`src/include/adc_seq_pkg.sv`:
```
// package: constants and carriers for the integrating converter sequencer
package adc_seq_pkg;

   // ------------------------------------------------------------
   // timing
   // ------------------------------------------------------------
   localparam int unsigned CLK_HZ        = 25000000;
   localparam int unsigned CONV_PER_SEC  = 12;
   localparam int unsigned CONV_CYCLES   = CLK_HZ / CONV_PER_SEC;
   localparam int unsigned CNT_W         = 24;
   localparam logic [CNT_W-1:0] ZERO_CYCLES_DEF  = 24'h030d40;
   localparam logic [CNT_W-1:0] INTEG_CYCLES_DEF = 24'h030d40;
   localparam logic [CNT_W-1:0] DEINT_MAX_DEF    = 24'h0c3500;
   localparam real  TRIG_MIN_US  = 1.0;
   localparam real  TRIG_MAX_MS  = 16.0;
   localparam int unsigned TRIG_MIN_CYCLES = 25;
   localparam logic [CNT_W-1:0] CNT_RST = 24'h000000;

   // ------------------------------------------------------------
   // carriers
   // ------------------------------------------------------------
   typedef enum logic [1:0] {PH_IDLE, PH_ZERO, PH_INTEG, PH_DEINT} phase_e;

   typedef struct packed {
      logic input_sw;
      logic short_sw;
      logic servo_sw;
      logic pos_ref_sw;
      logic neg_ref_sw;
      logic fast_chg_sw;
   } switch_s;

   typedef struct packed {
      logic zero_phase_ctl;
      logic integrate_phase_ctl;
      logic neg_input_ref_sel;
      logic pos_input_ref_sel;
   } phase_ctl_s;

   localparam switch_s SW_RST = 6'h00;
   localparam phase_ctl_s CTL_RST = 4'h0;

endpackage

```
`src/rtl/adc_phase_sequencer.sv`:
```
// three-phase integrating converter sequencer
`timescale 1ns/1ns
module adc_phase_sequencer
   import adc_seq_pkg::*;
#(
   parameter logic [CNT_W-1:0] ZERO_CYCLES  = ZERO_CYCLES_DEF,
   parameter logic [CNT_W-1:0] INTEG_CYCLES = INTEG_CYCLES_DEF,
   parameter logic [CNT_W-1:0] DEINT_MAX    = DEINT_MAX_DEF
)
(
   // clock and reset
   input  wire logic                    I_SYS_CLK,
   input  wire logic                    I_RST,
   // comparator and control pins
   input  wire logic                    I_COMPARATOR_POLARITY_OUT,
   input  wire logic                    I_EXT_TRIGGER,
   input  wire logic                    I_HOLD_N,
   input  wire logic                    I_EXT_TRIG_MODE,
   input  wire logic                    I_OHMS_MODE,
   // switch drives and phase levels
   output adc_seq_pkg::switch_s         O_SWITCH,
   output adc_seq_pkg::phase_ctl_s      O_PHASE_CTL,
   output logic                         O_OHMS_REF_SEL,
   // status and result
   output logic                         O_READY,
   output logic                         O_INTEG_DONE,
   output logic                         O_RESULT_POSITIVE,
   output logic [adc_seq_pkg::CNT_W-1:0] O_RESULT
);
   import adc_seq_pkg::*;

   // ------------------------------------------------------------
   // input synchronisers
   // ------------------------------------------------------------
   logic pol_s;
   logic trig_s;
   logic hold_n_s;
   logic ext_mode_s;
   logic ohms_s;

   adc_sync2 u_sync_pol
   (
      .i_clk (I_SYS_CLK),
      .i_rst (I_RST),
      .i_d   (I_COMPARATOR_POLARITY_OUT),
      .o_q   (pol_s)
   );

   adc_sync2 u_sync_trig
   (
      .i_clk (I_SYS_CLK),
      .i_rst (I_RST),
      .i_d   (I_EXT_TRIGGER),
      .o_q   (trig_s)
   );

   adc_sync2 u_sync_hold
   (
      .i_clk (I_SYS_CLK),
      .i_rst (I_RST),
      .i_d   (I_HOLD_N),
      .o_q   (hold_n_s)
   );

   adc_sync2 u_sync_ext
   (
      .i_clk (I_SYS_CLK),
      .i_rst (I_RST),
      .i_d   (I_EXT_TRIG_MODE),
      .o_q   (ext_mode_s)
   );

   adc_sync2 u_sync_ohms
   (
      .i_clk (I_SYS_CLK),
      .i_rst (I_RST),
      .i_d   (I_OHMS_MODE),
      .o_q   (ohms_s)
   );

   // ------------------------------------------------------------
   // trigger detection
   // ------------------------------------------------------------
   logic trig_d_reg;
   logic trig_rise;
   logic start_req;

   always_ff @(posedge I_SYS_CLK or posedge I_RST)
   begin
      if (I_RST)
         trig_d_reg <= 1'b0;
      else
         trig_d_reg <= trig_s;
   end

   assign trig_rise = trig_s & ~trig_d_reg;
   // external mode waits for a pulse, internal mode free-runs unless held
   assign start_req = ext_mode_s ? trig_rise : hold_n_s;

   // ------------------------------------------------------------
   // phase machine
   // ------------------------------------------------------------
   phase_e            phase_reg;
   phase_e            phase_next;
   logic [CNT_W-1:0]  count;
   logic              restart;
   logic              pol_ref_reg;
   logic              neg_sel_reg;
   logic              pos_sel_reg;
   logic              zero_done;
   logic              integ_done;
   logic              deint_done;

   adc_timebase u_timebase
   (
      .i_clk     (I_SYS_CLK),
      .i_rst     (I_RST),
      .i_restart (restart),
      .o_count   (count)
   );

   assign zero_done  = (phase_reg == PH_ZERO)  && (count == ZERO_CYCLES - 24'h000001);
   assign integ_done = (phase_reg == PH_INTEG) && (count == INTEG_CYCLES - 24'h000001);
   // polarity flip ends de-integration; a ceiling guards a dead comparator
   assign deint_done = (phase_reg == PH_DEINT)
                       && ((pol_s != pol_ref_reg) || (count == DEINT_MAX));

   always_comb
   begin
      phase_next = phase_reg;
      unique case (phase_reg)
         PH_IDLE:  if (start_req) phase_next = PH_ZERO;
         PH_ZERO:  if (zero_done) phase_next = PH_INTEG;
         PH_INTEG: if (integ_done) phase_next = PH_DEINT;
         PH_DEINT:
         begin
            if (deint_done)
               phase_next = start_req ? PH_ZERO : PH_IDLE;
         end
      endcase
   end

   assign restart = (phase_next != phase_reg) || (phase_reg == PH_IDLE);

   always_ff @(posedge I_SYS_CLK or posedge I_RST)
   begin
      if (I_RST)
         phase_reg <= PH_IDLE;
      else
         phase_reg <= phase_next;
   end

   // ------------------------------------------------------------
   // polarity sample at end of integration
   // ------------------------------------------------------------
   always_ff @(posedge I_SYS_CLK or posedge I_RST)
   begin
      if (I_RST)
      begin
         pol_ref_reg <= 1'b0;
         neg_sel_reg <= 1'b0;
         pos_sel_reg <= 1'b0;
      end
      else if (integ_done)
      begin
         // pol high means positive input: positive-input select
         pol_ref_reg <= pol_s;
         pos_sel_reg <= pol_s;
         neg_sel_reg <= ~pol_s;
      end
      else if (deint_done)
      begin
         neg_sel_reg <= 1'b0;
         pos_sel_reg <= 1'b0;
      end
   end

   // ------------------------------------------------------------
   // switch and phase level decode
   // ------------------------------------------------------------
   always_ff @(posedge I_SYS_CLK or posedge I_RST)
   begin
      if (I_RST)
      begin
         O_SWITCH    <= SW_RST;
         O_PHASE_CTL <= CTL_RST;
      end
      else
      begin
         O_SWITCH.input_sw    <= (phase_next == PH_INTEG);
         O_SWITCH.short_sw    <= (phase_next == PH_ZERO);
         O_SWITCH.servo_sw    <= (phase_next == PH_ZERO);
         // negative input uses positive reference: ground positive terminal's mate
         O_SWITCH.pos_ref_sw  <= (phase_next == PH_DEINT) && ~phase_ctl_pos();
         O_SWITCH.neg_ref_sw  <= (phase_next == PH_DEINT) && phase_ctl_pos();
         O_SWITCH.fast_chg_sw <= 1'b0;
         O_PHASE_CTL.zero_phase_ctl      <= (phase_next == PH_ZERO);
         O_PHASE_CTL.integrate_phase_ctl <= (phase_next == PH_INTEG);
         O_PHASE_CTL.neg_input_ref_sel   <= (phase_next == PH_DEINT) && ~phase_ctl_pos();
         O_PHASE_CTL.pos_input_ref_sel   <= (phase_next == PH_DEINT) && phase_ctl_pos();
      end
   end

   // polarity in force for the coming de-integration
   function automatic logic phase_ctl_pos();
      phase_ctl_pos = integ_done ? pol_s : pol_ref_reg;
   endfunction

   // resistance mode: de-integrate from the known resistor
   always_ff @(posedge I_SYS_CLK or posedge I_RST)
   begin
      if (I_RST)
         O_OHMS_REF_SEL <= 1'b0;
      else
         O_OHMS_REF_SEL <= ohms_s && (phase_next == PH_DEINT);
   end

   // ------------------------------------------------------------
   // result and status
   // ------------------------------------------------------------
   always_ff @(posedge I_SYS_CLK or posedge I_RST)
   begin
      if (I_RST)
      begin
         O_RESULT          <= CNT_RST;
         O_RESULT_POSITIVE <= 1'b0;
      end
      else if (deint_done)
      begin
         O_RESULT          <= count;
         O_RESULT_POSITIVE <= pol_ref_reg;
      end
   end

   always_ff @(posedge I_SYS_CLK or posedge I_RST)
   begin
      if (I_RST)
      begin
         O_READY      <= 1'b1;
         O_INTEG_DONE <= 1'b1;
      end
      else
      begin
         O_READY      <= (phase_next == PH_IDLE) || deint_done;
         O_INTEG_DONE <= ~((phase_next == PH_ZERO) || (phase_next == PH_INTEG));
      end
   end

   // ------------------------------------------------------------
   // checks
   // ------------------------------------------------------------
   a_one_ref_only: assert property (@(posedge I_SYS_CLK) disable iff (I_RST)
      !(O_PHASE_CTL.neg_input_ref_sel && O_PHASE_CTL.pos_input_ref_sel))
      else $error("both reference selects active");

   a_zero_switches: assert property (@(posedge I_SYS_CLK) disable iff (I_RST)
      O_PHASE_CTL.zero_phase_ctl |-> (O_SWITCH.short_sw && O_SWITCH.servo_sw
         && !O_SWITCH.input_sw && !O_SWITCH.pos_ref_sw && !O_SWITCH.neg_ref_sw
         && !O_SWITCH.fast_chg_sw))
      else $error("zero phase switch pattern wrong");

   a_integ_switches: assert property (@(posedge I_SYS_CLK) disable iff (I_RST)
      O_PHASE_CTL.integrate_phase_ctl |-> (O_SWITCH.input_sw && !O_SWITCH.short_sw
         && !O_SWITCH.servo_sw && !O_SWITCH.pos_ref_sw && !O_SWITCH.neg_ref_sw))
      else $error("integration switch pattern wrong");

   a_zero_to_integ: assert property (@(posedge I_SYS_CLK) disable iff (I_RST)
      $fell(O_PHASE_CTL.zero_phase_ctl) |-> $rose(O_PHASE_CTL.integrate_phase_ctl))
      else $error("zero level fell without integration");

   a_integ_to_ref: assert property (@(posedge I_SYS_CLK) disable iff (I_RST)
      $fell(O_PHASE_CTL.integrate_phase_ctl) |->
         (O_PHASE_CTL.neg_input_ref_sel || O_PHASE_CTL.pos_input_ref_sel))
      else $error("integration ended without reference");

   a_no_skip_zero: assert property (@(posedge I_SYS_CLK) disable iff (I_RST)
      $rose(O_PHASE_CTL.integrate_phase_ctl) |-> $past(O_PHASE_CTL.zero_phase_ctl))
      else $error("integration without zero phase");

   a_result_load: assert property (@(posedge I_SYS_CLK) disable iff (I_RST)
      deint_done |=> (O_RESULT == $past(count)))
      else $error("result not loaded");

   a_ready_busy: assert property (@(posedge I_SYS_CLK) disable iff (I_RST)
      ((O_PHASE_CTL.zero_phase_ctl || O_PHASE_CTL.integrate_phase_ctl) && !$past(deint_done))
         |-> !O_READY)
      else $error("ready high while converting");

   a_ready_rise: assert property (@(posedge I_SYS_CLK) disable iff (I_RST)
      $fell(O_PHASE_CTL.neg_input_ref_sel || O_PHASE_CTL.pos_input_ref_sel) |-> $rose(O_READY))
      else $error("ready did not rise at end of conversion");

   a_integ_flag: assert property (@(posedge I_SYS_CLK) disable iff (I_RST)
      $fell(O_PHASE_CTL.integrate_phase_ctl) |-> $rose(O_INTEG_DONE))
      else $error("integration status did not rise");

   a_hold_idle: assert property (@(posedge I_SYS_CLK) disable iff (I_RST)
      (phase_reg == PH_IDLE && !ext_mode_s && !hold_n_s) |=> phase_reg == PH_IDLE)
      else $error("conversion started under hold");

   a_deint_end: assert property (@(posedge I_SYS_CLK) disable iff (I_RST)
      (phase_reg == PH_DEINT && pol_s != pol_ref_reg) |=> phase_reg != PH_DEINT)
      else $error("de-integration did not end on flip");
endmodule

```
`src/rtl/adc_sync2.sv`:
```
// two-stage synchroniser for an asynchronous level
`timescale 1ns/1ns
module adc_sync2
(
   // clock and reset
   input  wire logic i_clk,
   input  wire logic i_rst,
   // data
   input  wire logic i_d,
   output logic      o_q
);
   logic meta_reg;
   logic q_reg;

   always_ff @(posedge i_clk or posedge i_rst)
   begin
      if (i_rst)
      begin
         meta_reg <= 1'b0;
         q_reg    <= 1'b0;
      end
      else
      begin
         meta_reg <= i_d;
         q_reg    <= meta_reg;
      end
   end

   assign o_q = q_reg;
endmodule

```
`src/rtl/adc_timebase.sv`:
```
// time-base counter shared by all three phases
`timescale 1ns/1ns
module adc_timebase
   import adc_seq_pkg::*;
(
   // clock and reset
   input  wire logic             i_clk,
   input  wire logic             i_rst,
   // control
   input  wire logic             i_restart,
   // count
   output logic [CNT_W-1:0]      o_count
);
   logic [CNT_W-1:0] count_reg;

   always_ff @(posedge i_clk or posedge i_rst)
   begin
      if (i_rst)
         count_reg <= CNT_RST;
      else if (i_restart)
         count_reg <= CNT_RST;
      else if (count_reg != {CNT_W{1'b1}})
         count_reg <= count_reg + 24'h000001;
   end

   assign o_count = count_reg;
endmodule

```
`config.mk`:
```
export PLATFORM = sky130hd
export DESIGN_NAME = adc_phase_sequencer
export DESIGN_NICKNAME = d
export VERILOG_FILES = /design/src/include/adc_seq_pkg.sv /design/src/rtl/adc_phase_sequencer.sv /design/src/rtl/adc_sync2.sv /design/src/rtl/adc_timebase.sv
export SDC_FILE = /design/constraint.sdc
export NUM_CORES = 1
export LEC_CHECK = 0
export ABC_AREA = 1
export BUFFER_PORTS_ARGS = -buffer_cell sky130_fd_sc_hd__buf_2
export CAP_MARGIN = 5
export CORE_MARGIN = 4
export CORE_UTILIZATION = 35
export DETAILED_ROUTE_END_ITERATION = 8
export PLACE_DENSITY = 0.53
export SKIP_CTS_REPAIR_TIMING = 1
export SYNTH_ARGS = -nofsm -noshare
export SYNTH_HDL_FRONTEND = slang
export SYNTH_SLANG_ARGS = --single-unit
```
`constraint.sdc`:
```
create_clock -name I_SYS_CLK -period 3.7 [get_ports I_SYS_CLK]
set_clock_uncertainty 0.05 [all_clocks]
set_input_delay 0.185 -clock I_SYS_CLK [delete_from_list [all_inputs] [get_ports I_SYS_CLK]]
set_output_delay 0.185 -clock I_SYS_CLK [all_outputs]
set_load 0.005 [all_outputs]
```
==> After elaboration in Yosys (flattened, before gate mapping) <==
Cells that the tools add are included.
{ "word_totals": {"reg_bits": 70, "input_bits": 7, "out_inout_bits": 38} }
{ "classes": {"addsub": 1, "n_eq_ne": 11, "n_mux": 10, "n_bitwise": 4, "n_reduce_logical": 13} }
{ "ops": {"columns": ["operator", "count"], "rows": [
  ["two-way mux 24 bit", 2],
  ["adder 24 x 1 -> 24 bit, second input constant", 1],
  ["== test 24 x 18 -> 1 bit, second input constant", 1],
  ["== test 24 x 20 -> 1 bit, second input constant", 1],
  ["!= test 24 bit, second input constant", 1],
  ["== test 2 bit, second input constant", 4],
  ["two-way mux 2 bit", 4],
  ["case mux 2 bit (4 select lines)", 1],
  ["logical AND 1 bit", 6],
  ["== test 2 x 1 -> 1 bit, second input constant", 2],
  ["zero test 2 bit", 2],
  ["logical OR 1 bit", 4],
  ["two-way mux 1 bit", 3],
  ["inverter 1 bit", 3],
  ["!= test 2 bit", 1],
  ["nonzero test 2 bit", 1],
  ["bitwise AND 1 bit", 1],
  ["!= test 1 bit", 1]
]} }

==> Longest topological paths before layout <==
Gate-level depths: netlist of the first run.
{ "logic_depth": {"depth_word": 9, "ltp_mapped": 14} }

==> Modules after synthesis <==
From an unflattened synthesis of the first run, not the netlist that was laid out.
{ "hier_totals": {"hier_cells": 469, "hier_area_um2": 3568.4} }
{ "modules_own_cells": {"columns": ["module", "n_inst", "cells_each", "area_per_inst_um2"], "rows": [
  ["adc_phase_sequencer", 1, 231, 1784.2],
  ["adc_timebase", 1, 223, 1515.2],
  ["adc_sync2", 5, 3, 53.8]
]} }

==> Least setup slack after synthesis of the first run <==
No wires, ideal clock.
{ "synth_path": {"path_kind": "reg2reg", "startpoint": "reg u_timebase.count_reg[0] (netlist: u_timebase.o_count[0])", "endpoint": "reg O_PHASE_CTL[1] (netlist name)", "arrival_ns": 1.639, "t_required_ns": 3.526, "slack_ns": 1.887, "path_stages_with_launch": 14, "synth_period_minus_slack_ns": 1.813, "path_cell_list": "dfrtp_1 -> inv_1 -> ha_1 -> nand2_1 -> nor2_1 -> nand3_1 -> nand2_1 -> nand2_2 -> clkbuf_1 -> nand2_1 -> inv_1 -> ha_1 -> inv_1 -> nor2_1"} }
{ "synth_between": {"elab_chain_cells": 7} }
{ "synth_rtl": {"columns": ["element", "line", "rtl"], "rows": [
  ["start: declaration", "adc_timebase.sv:14", "logic [CNT_W-1:0] count_reg;"],
  ["start signal: assignment", "adc_timebase.sv:23", "count_reg <= count_reg + 24'h000001;"],
  ["== test 24 x 20 -> 1 bit", "adc_phase_sequencer.sv:126", "&& ((pol_s != pol_ref_reg) || (count == DEINT_MAX));"],
  ["logical OR 1 bit", "adc_phase_sequencer.sv:126", null],
  ["logical AND 1 bit", "adc_phase_sequencer.sv:126", null],
  ["two-way mux 2 bit", "adc_phase_sequencer.sv:137", "if (deint_done)"],
  ["case mux 2 bit (4 select lines) *", "adc_phase_sequencer.sv:131", "unique case (phase_reg)"],
  ["via phase_next[1]", "adc_phase_sequencer.sv:104", "phase_e phase_next;"],
  ["== test 2 bit *", "adc_phase_sequencer.sv:199", "O_PHASE_CTL.neg_input_ref_sel <= (phase_next == PH_DEINT) && ~phase_ctl_pos();"],
  ["logical AND 1 bit *", "adc_phase_sequencer.sv:199", null],
  ["end: declaration", "adc_phase_sequencer.sv:22", "output adc_seq_pkg::phase_ctl_s O_PHASE_CTL,"]
]} }
The timed path passes the listed nets; every way through them passes the cells marked *.
A chain may end at the register's enable or synchronous reset.

==> Worst setup path after layout of the first run <==
{ "layout_path": {"startpoint": "reg u_timebase.count_reg[7] (netlist: u_timebase.o_count[7])", "endpoint": "reg u_timebase.count_reg[15] (netlist: u_timebase.o_count[15])"} }
{ "layout_between": {"elab_chain_cells": 8} }
{ "layout_rtl": {"columns": ["element", "line", "rtl"], "rows": [
  ["== test 24 x 20 -> 1 bit", "adc_phase_sequencer.sv:126", null],
  ["logical OR 1 bit", "adc_phase_sequencer.sv:126", null],
  ["logical AND 1 bit", "adc_phase_sequencer.sv:126", null],
  ["two-way mux 2 bit", "adc_phase_sequencer.sv:137", null],
  ["case mux 2 bit (4 select lines)", "adc_phase_sequencer.sv:131", null],
  ["!= test 2 bit", "adc_phase_sequencer.sv:143", "assign restart = (phase_next != phase_reg) || (phase_reg == PH_IDLE);"],
  ["logical OR 1 bit", "adc_phase_sequencer.sv:143", null],
  ["two-way mux 24 bit or nonzero test 2 bit (tied branches)", null, null]
]} }
Several ways; a longest one is shown, not always the timed one. The select of a mux whose other input is x is not followed.

==> metrics, run 1 <==
unrepaired setup endpoints after global routing false; vias per cell 4.54; ys flop type dfrtp_1; most common cell after layout, fill and taps aside nand2_1; VDD IR max 161 µV; CP required 3.88 ns; num ports 45; WL final 7.60 mm; fin. max-slew vios 0; DP Cell Count 547; Non-Filler Instances 568; Seq/Total Area, Yosys 0.516; worst-path cell chain nor2_1, nand2_1, nor2_1, nand3_1, nand2_1, nand2_2, nand2_1, inv_2, nand2_4, nor2_1; min Tclk post-route 2.22 ns; Initial Util 0.365; Post-Syn Instances 386; Core Area 9330 µm²; share of layout cells above drive strength 1 0.235; routed len/inst 13.4 µm; Hold Vio Cnt, Final 38; CTS tree built; clock sinks 70; hold crit path type input port to async pin; cell taking the most area after synthesis dfrtp_1; Max Cap Violations 0; f_max 0.450 GHz; gpl congestion 0.832; syn nets 399; Layout fillers 951; P&R area growth vs syn 16.1%; Unique masters post-synth 32; PwrDens 446 nW/µm²; syn_area_per_cell 8.81 µm²; Worst Setup SP u_timebase.o_count[7]; vias in the first global route 2,626; CTS Buf Count 9; Pre-antenna DRT Iters 6; clock slew at reported path FFs 0.08 ns; Worst R2R Setup Slack 1.48 ns; Crit path buffers/inverters 1; CP max stage cell dfrtp_1; I/O Buffers 43; Row Count 35; DRC Markers 0; LEAKAGE 2.01 nW; first-pass GRT wire length 12.9 mm; type of element launching the critical path flop; Iter 0 DRT Violations 88; Worst Path Arrival 2.41 ns; clk_lat worst skew 0.35 ns; fin nets 447; cell area after synthesis 3400 µm²; Synth Warn # 0; status finished, violations left; largest net degree at the start of global routing 41; final setup fails 0; grt total ovfl 0; H-tree depth 3; TNS Setup 0 ns; initial antenna violation count 0; Tot Pwr 1.76 mW; antenna cells 0; CTS Root Cell clkbuf_8; Max Root-Sink Buffers 2; number of synthesized flops with an enable pin 0; Crit Path Class flop to flop; post-route ant nets 0; die height 107 µm; endpoint type of the worst setup path flop; RR Startpoint u_timebase.o_count[7]; max incr delay on CP 0.47 ns; Die ar. 11,400 µm²; highest-count cells in the layout ignoring fill and taps nand2_1 (83), dfrtp_1 (68), inv_1 (45), nor2_1 (43), buf_2 (43); HPWL Detailed 5.55 mm; critical path's top delay family simple AND/OR/NAND/NOR gates; CP Max Fanout 26; Tcrit/Tclk final 0.601; synth top area cells dfrtp_1 (50%), nand2_1 (9.2%), inv_1 (5.1%), nor2_1 (4.7%), o21ai_0 (4.1%); flops & latches, synth 70; Vias 2,578; GRT Total Usage 0.146; Die X 107 µm; top cell type's share of synthesized area 0.500; actual slew at the worst max-slew pin 0.821 ns; fraction of registers with async set/reset 1.00; failing checks hold timing; WHS -0.0643 ns; Rel. slew slack 0.452
[layout make-up]
type | count | area [µm²] | area share
clock buffer | 11 | 151 | 0.0383
multi-input combinational | 254 | 1360 | 0.345
tap | 129 | 161 | 0.0409
inverter | 49 | 184 | 0.0466
sequential | 70 | 1750 | 0.444
clock inverter | 5 | 56.3 | 0.0143
timing repair buffer | 50 | 280 | 0.0710
[logic make-up (layout without fill, tap and decap cells)]
family                   count (synthesis)  count (layout)  synth area share
AO/OA/AOI/OAI                           33              33            0.0493
XOR/XNOR                                10              10            0.0258
adder cells (fa/ha/maj)                  6               6            0.0221
buffers and inverters                   62             115            0.0839
flip-flops                              70              70             0.516
multiplexers                             9               9            0.0364
other                                    1               1           0.00110
AND/OR/NAND/NOR                        195             195             0.266
[through the flow]
stage | setup WS [ns] | cell area, µm² | util | hold slack [ns]
2_1_floorplan | 1.70 | 3400 | - | 0.166
3_3_place_gp | 1.50 | 3690 | 0.396 | 0.243
3_5_place_dp | 1.45 | 3690 | 0.396 | 0.245
4_1_cts | 1.43 | 3900 | 0.418 | -0.137
5_1_grt | 1.18 | 3950 | 0.423 | 0.0294
6_report | 1.48 | 3950 | 0.423 | -0.0643
[per-layer routing]
metal	track usage	part of all wire	up-vias
li1	-	-	1307
met4	0.0493	0.014	0
met1	0.201	0.49	1201
met2	0.223	0.45	60
met3	0.0385	0.046	10
met5	0	0	-
[power by group]
part | leakage [nW] | internal [mW] | total (mW) | switching, mW
logic | 0.989 | 0.0861 | 0.230 | 0.143
registers | 0.919 | 0.814 | 0.891 | 0.0766
clock network | 0.106 | 0.348 | 0.642 | 0.295
[cells in the mapped netlist, types with 2 or more instances]
| master | count |
|---|---|
| nor2_2 | 17 |
| xor2_1 | 9 |
| nor3_1 | 4 |
| dfrtp_1 | 68 |
| ha_1 | 6 |
| nor4_1 | 2 |
| mux2_4 | 6 |
| nand2_2 | 5 |
| mux2_2 | 3 |
| dfstp_2 | 2 |
| clkbuf_1 | 3 |
| nand2_1 | 83 |
| o21ai_0 | 28 |
| nand3_1 | 23 |
| o21ai_1 | 3 |
| nand3_2 | 2 |
| inv_2 | 3 |
| buf_6 | 2 |
| buf_4 | 7 |
| nor2_1 | 43 |
| inv_1 | 46 |
| nand4_1 | 9 |
| nand3b_1 | 3 |
[worst paths after layout]
check,depth (start not counted),to
setup / recovery,10,u_timebase.o_count[15]
hold / removal,2,u_sync_ohms.meta_reg
setup reg to reg,10,u_timebase.o_count[15]
hold reg to reg,0,u_sync_ext.o_q
max in group asynchronous,3,O_READY
min in group I_SYS_CLK,0,u_sync_ext.o_q
Note: power is estimated with default switching activity, not from simulation.
==> run 2, diff against run 1 <==
Clock period 3.7 ns to 2.2 ns, I/O delays scaled along.
==> metrics, run 2 (synthesis results as in run 1) <==
final core occ 0.434 (+0.0105); Worst Path Arrival 2.25 ns (-0.16 ns); highest-count cells in the layout ignoring fill and taps nand2_1 (83), dfrtp_1 (68), inv_1 (44), buf_2 (43), nor2_1 (42); met3 Use GR 0.0391 (+0.000602); endpoint type of the worst setup path flop; sw frac 0.287 (-0.00471); routed len/inst 13.3 µm (-0.70%); P&R area growth vs syn 19.0%; I/O Buffers 43 (unchanged); Levels on crit path 12 (+2); post-route ant nets 0 (unchanged); Row Count 35 (unchanged); Pre-antenna DRT Iters 4 (-2); Die X 107 µm (unchanged); min Tclk post-route 2.02 ns (-0.202 ns); CP required 2.43 ns (-1.45 ns); Crit Path Class flop to flop; Tcrit/Tclk final 0.919 (+0.318); Non-Filler Instances 575 (+1.2%); Die ar. 11,400 µm² (unchanged); CP Max Fanout 5 (-81%); Net Sw Power 0.886 mW (+72%); num ports 45 (unchanged); H-tree depth 3 (unchanged); PwrDens 763 nW/µm² (+71%); Reg area 1750 µm² (unchanged); clk_lat worst skew 0.35 ns (about the same); hold crit path type input port to async pin; Vias 2,618 (+1.6%); CTS Root Cell clkbuf_8; most common cell after layout, fill and taps aside nand2_1; Max Root-Sink Buffers 2 (unchanged); worst-path cell chain ha_4, nand3_1, nor2_2, nand3_1, nor2_2, o21ai_1, nand2_2, nand2_1, inv_2, ha_1, inv_1, nor2_1; first-pass GRT wire length 12.8 mm (-1.0%); VDD IR max 376 µV (+130%); Internal 2.20 mW (+76%); share of layout cells above drive strength 1 0.249 (+0.0143); Comb pwr share 0.152 (+0.022); Max Cap Violations 0 (unchanged); Crit path buffers/inverters 2 (+1); GRT Total Usage 0.143 (-0.00270); met2 usage 0.217 (-0.00674); met1 Usage GRT 0.201 (-0.000385); DRC Markers 0 (unchanged); WHS 0.302 ns (+0.366 ns); multi-input logic area 1390 µm² (+1.7%); max incr delay on CP 0.42 ns (-0.05 ns); f_max 0.495 GHz (+10%); fin nets 454 (+1.6%); HPWL Detailed 5.58 mm (+0.53%); Initial Util 0.365 (unchanged); DP Cell Count 551 (+0.73%); sequential share of power 0.482 (-0.023); fin. max-slew vios 0 (unchanged); clock slew at reported path FFs 0.07 ns (about the same); grt total ovfl 0 (unchanged); antenna cells 0 (unchanged); GRT busiest layer met2; clock sinks 70 (unchanged); Iter 0 DRT Violations 124 (+41%); FF-to-FF path depth 12 (+2); CP max stage cell dfrtp_1; gpl congestion 0.876 (+5.3%); Hold Vio Cnt, Final 0 (-100%); Core Area 9330 µm² (unchanged); type of element launching the critical path flop; vias in the first global route 2,574 (-2.0%); CTS tree built; initial antenna violation count 0 (unchanged); CTS Buf Count 9 (unchanged); Tot Pwr 3.09 mW (+75%); vias per cell 4.55 (+0.32%); Clk pwr share 0.366 (+0.002); WL final 7.64 mm (+0.53%); status finished clean; critical path's top delay family simple AND/OR/NAND/NOR gates; largest net degree at the start of global routing 71 (+73%); final setup fails 0 (unchanged); LEAKAGE 2.05 nW (+2.0%); die height 107 µm (unchanged); Layout fillers 969 (+1.9%)
==> run 2: cell count changes in the layout (fill, tap and decap cells not counted), sizes merged <==
cell	delta
buf	+6
bufinv	+1
clkbuf	-1
dlygate4sd3	+1
==> run 2: final timing paths <==
check	startpoint	end	slack [ns]
setup / recovery	u_timebase.o_count[0]	O_PHASE_CTL[1]	0.18
hold / removal	I_RST	O_PHASE_CTL[0]	0.30
setup reg to reg	u_timebase.o_count[0]	O_PHASE_CTL[1]	0.18
hold reg to reg	u_sync_trig.meta_reg	u_sync_trig.o_q	0.30
max in group asynchronous	I_RST	O_READY	1.42
min in group I_SYS_CLK	u_sync_trig.meta_reg	u_sync_trig.o_q	0.30
==> run 2: layout make-up <==
| cell class | instances | area share |
|---|---|---|
| clock buffers | 10 | 0.0315 |
| clock inverters | 6 | 0.0213 |
| inverters | 49 | 0.0455 |
| multi-input cells | 254 | 0.342 |
| flip-flops and latches | 70 | 0.434 |
| well taps | 129 | 0.0399 |
| repair buffers | 57 | 0.0860 |
==> run 2: stage by stage <==
step           cell area [µm²]  setup TNS [ns]  worst slack [ns]
4_1_cts                   3950               0            0.0834
6_report                  4050               0             0.178
3_3_place_gp              3730               0             0.108
2_1_floorplan             3400               0             0.275
5_1_grt                   4050       -0.000973         -0.000973
3_5_place_dp              3730               0            0.0929
==> run 2: power groups by stage <==
stage | Sequential [mW] | Clock (mW) | Combinational, mW
floorplan | 1.47 | 0 | 0.334
global placement | 1.50 | 0 | 0.428
detailed placement | 1.50 | 0 | 0.434
CTS | 1.48 | 1.18 | 0.435
global route | 1.50 | 1.25 | 0.539
finish | 1.49 | 1.13 | 0.468
==> run 2: per-layer routing <==
metal / vias to the layer above / part of all wire
li1: 1322 / -
met1: 1221 / 0.49
met2: 64 / 0.45
met3: 11 / 0.045
met4: 0 / 0.0089
met5: - / 0
==> run 2: worst min-delay path, cell delays in order <==
cell	delay, ns
dlygate4sd3_1	0.53
buf_2	0.12
inv_2	0.06
buf_12	0.29
==> run 3, diff against run 2 <==
Settings changed: ABC_AREA 1 to not set.
==> metrics, run 3 <==
initial antenna violation count 0 (unchanged); min Tclk post-route 2.22 ns (+0.202 ns); H-tree depth 3 (unchanged); Rel. slew slack 0.632; Worst Path Arrival 2.40 ns (+0.15 ns); cell area after synthesis 3190 µm² (-6.1%); sequential share of power 0.478 (-0.004); LEAKAGE 2.03 nW (-1.2%); multi-input logic area 1500 µm² (+8.1%); first-pass GRT wire length 11.4 mm (-11%); FF-to-FF path depth 10 (-2); grt total ovfl 0 (unchanged); Layout fillers 789 (-19%); xor/xnor share of the synthesized area 0.0576 (+0.0318); most common cell after layout, fill and taps aside dfrtp_1; top cell type's share of synthesized area 0.533 (+0.0323); Synth Warn # 0 (unchanged); die height 104 µm (-2.8%); post-synthesis compound-gate area fraction 0.0560 (+0.00671); number of synthesized flops with an enable pin 0 (unchanged); Reg area 1750 µm² (unchanged); hold crit path type flop to flop; HPWL Detailed 4.48 mm (-20%); fin. max-slew vios 0 (unchanged); P&R area growth vs syn 35.3%; Hold Vio Cnt, Final 0 (unchanged); Crit Path Class flop to flop; Max Root-Sink Buffers 2 (unchanged); syn nets 287 (-28%); largest net degree at the start of global routing 71 (unchanged); Core Area 8810 µm² (-5.6%); routed len/inst 15.0 µm (+13%); CTS Buf Count 9 (unchanged); unrepaired setup endpoints after global routing true; vias per cell 4.90 (+7.6%); clock sinks 70 (unchanged); final worst slack -0.0242 ns (-0.202 ns); Clk pwr share 0.351 (-0.015); main combinational cell family by area after synthesis simple AND/OR/NAND/NOR gates; synth top area cells dfrtp_1 (53%), mux2_2 (8.5%), xnor2_1 (5.5%), nor2_1 (3.1%), ha_1 (2.4%); Pre-antenna DRT Iters 4 (unchanged); WL final 7.11 mm (-6.9%); Die X 104 µm (-2.8%); Max Cap Violations 0 (unchanged); I/O Buffers 43 (unchanged); final core occ 0.491 (+0.0568); pre-CTS setup slack -0.0414 ns (-0.134 ns); Row Count 34 (-2.9%); Worst R2R Setup Slack -0.02 ns (-0.20 ns); Tcrit/Tclk final 1.01 (+0.0920); clock slew at reported path FFs 0.08 ns (about the same); type of element launching the critical path flop; Vias 2,323 (-11%); failing checks setup timing; CTS Root Cell clkbuf_8; highest-count cells in the layout ignoring fill and taps dfrtp_1 (68), buf_2 (43), buf_4 (41), nor2_1 (25), mux2_4 (25); clk_lat worst skew 0.35 ns (about the same); Iter 0 DRT Violations 49 (-60%); Internal 2.15 mW (-2.0%); endpoint type of the worst setup path flop; CP Max Fanout 4 (-1); flops & latches, synth 70 (unchanged); Reg-to-Reg End O_PHASE_CTL[0]; DP Cell Count 442 (-20%); multiplexer area fraction after synthesis 0.0944 (+0.0580); adder-cell share of the synthesized area 0.0235 (+0.00143); PwrDens 693 nW/µm² (-9.2%); DRC Markers 0 (unchanged); syn_area_per_cell 11.7 µm² (+32%); Unique masters post-synth 49 (+53%); post-route ant nets 0 (unchanged); fraction of registers with async set/reset 1.00 (unchanged); f_max 0.450 GHz (-9.1%); vias in the first global route 2,240 (-13%); Tot Pwr 2.99 mW (-3.0%); Post-Synth Simple-Gate Area 0.165 (-0.101); Initial Util 0.363 (-0.00184); Worst Setup SP u_timebase.o_count[0]; Post-Syn Instances 274 (-29%); ys flop type dfrtp_1; num ports 45 (unchanged); Seq/Total Area, Yosys 0.549 (+0.0333); crit path to O_PHASE_CTL[0]; actual slew at the worst max-slew pin 0.538 ns; HP Start u_sync_pol.meta_reg; status finished, violations left; Die ar. 10,700 µm² (-5.6%); antenna cells 0 (unchanged); cell taking the most area after synthesis dfrtp_1; GRT Total Usage 0.133 (-0.0108); fin nets 374 (-18%); CP required 2.38 ns (-0.05 ns); Post-synth top cells dfrtp_1 (68), nor2_1 (26), mux2_2 (24); most frequent cell after synthesis dfrtp_1; Non-Filler Instances 474 (-18%); gpl congestion 0.786 (-10%); RR Startpoint u_timebase.o_count[0]; Comb pwr share 0.171 (+0.019); CTS tree built; share of layout cells above drive strength 1 0.443 (+0.194); Net Sw Power 0.838 mW (-5.5%); VDD IR max 387 µV (+2.8%); final setup fails 13 (+13); sw frac 0.280 (-0.00735)
## run 3: cell types whose count changed after synthesis, sizes merged, moves of 5 or more
cell	previous run	this run
a21oi	1	10
and2	0	5
buf	10	15
inv	49	6
mux2	9	25
nand2	89	13
nand3	26	9
nor2	60	26
nor2b	0	5
o21ai	31	2
xnor2	1	20
xor2	9	1
## run 3: final cells by class
type / instances / area share
flip-flops and latches: 70 / 0.406
multi-input cells: 178 / 0.347
repair buffers: 96 / 0.165
well taps: 108 / 0.0313
clock buffers: 9 / 0.0287
clock inverters: 7 / 0.0171
inverters: 6 / 0.00521
## run 3: cells by family (layout without fill, tap and decap cells)
kind of cell    count (synthesis)  after routing
compound gates                 26             26
other cells                     1              1
buf+inv                        26            118
fa+ha+maj                       6              6
mux                            27             27
simple gates                   97             97
flops                          70             70
xor+xnor                       21             21
## run 3: critical path: stages (launching register included)
cell	delay, ns
dfrtp_1	0.42
inv_2	0.09
ha_4	0.12
nor4b_4	0.23
nand2_2	0.12
o31ai_4	0.28
buf_4	0.15
and4b_1	0.22
o32ai_2	0.09
ha_2	0.21
nor2b_1	0.12
## run 3: metrics by stage
step	instance area (µm²)	hold WS [ns]	TNS, ns
after global placement	3720	0.167	-0.0405
after global routing	4320	0.307	-1.94
final	4320	0.300	-0.182
after CTS	3920	-0.215	-1.17
after detailed placement	3720	0.169	-0.696
after floorplan	3190	0.0914	0
## run 3: routing by layer
metal | routed length, µm | global-route usage
met2 | 3310 | 0.198
met3 | 220 | 0.0299
met5 | 0 | 0
met4 | 126 | 0.0703
met1 | 3450 | 0.180
## run 3: how the worst min path moves through the flow
stage                           end  slack (ns)  cells past startpoint
2_1_floorplan   u_sync_ext.meta_reg        0.09                      0
3_3_place_gp   u_sync_hold.meta_reg        0.17                      3
3_5_place_dp   u_sync_trig.meta_reg        0.17                      3
4_1_cts        u_sync_trig.meta_reg       -0.22                      3
5_1_grt             u_sync_hold.o_q        0.31                      0
6_report             u_sync_pol.o_q        0.30                      0
## run 3: power by group through the flow
stage	registers [mW]	logic (mW)	clock network (mW)
after global placement	1.44	0.378	0
after detailed placement	1.45	0.380	0
after global routing	1.44	0.559	1.14
final	1.43	0.511	1.05
after CTS	1.42	0.382	1.08
after floorplan	1.43	0.237	0
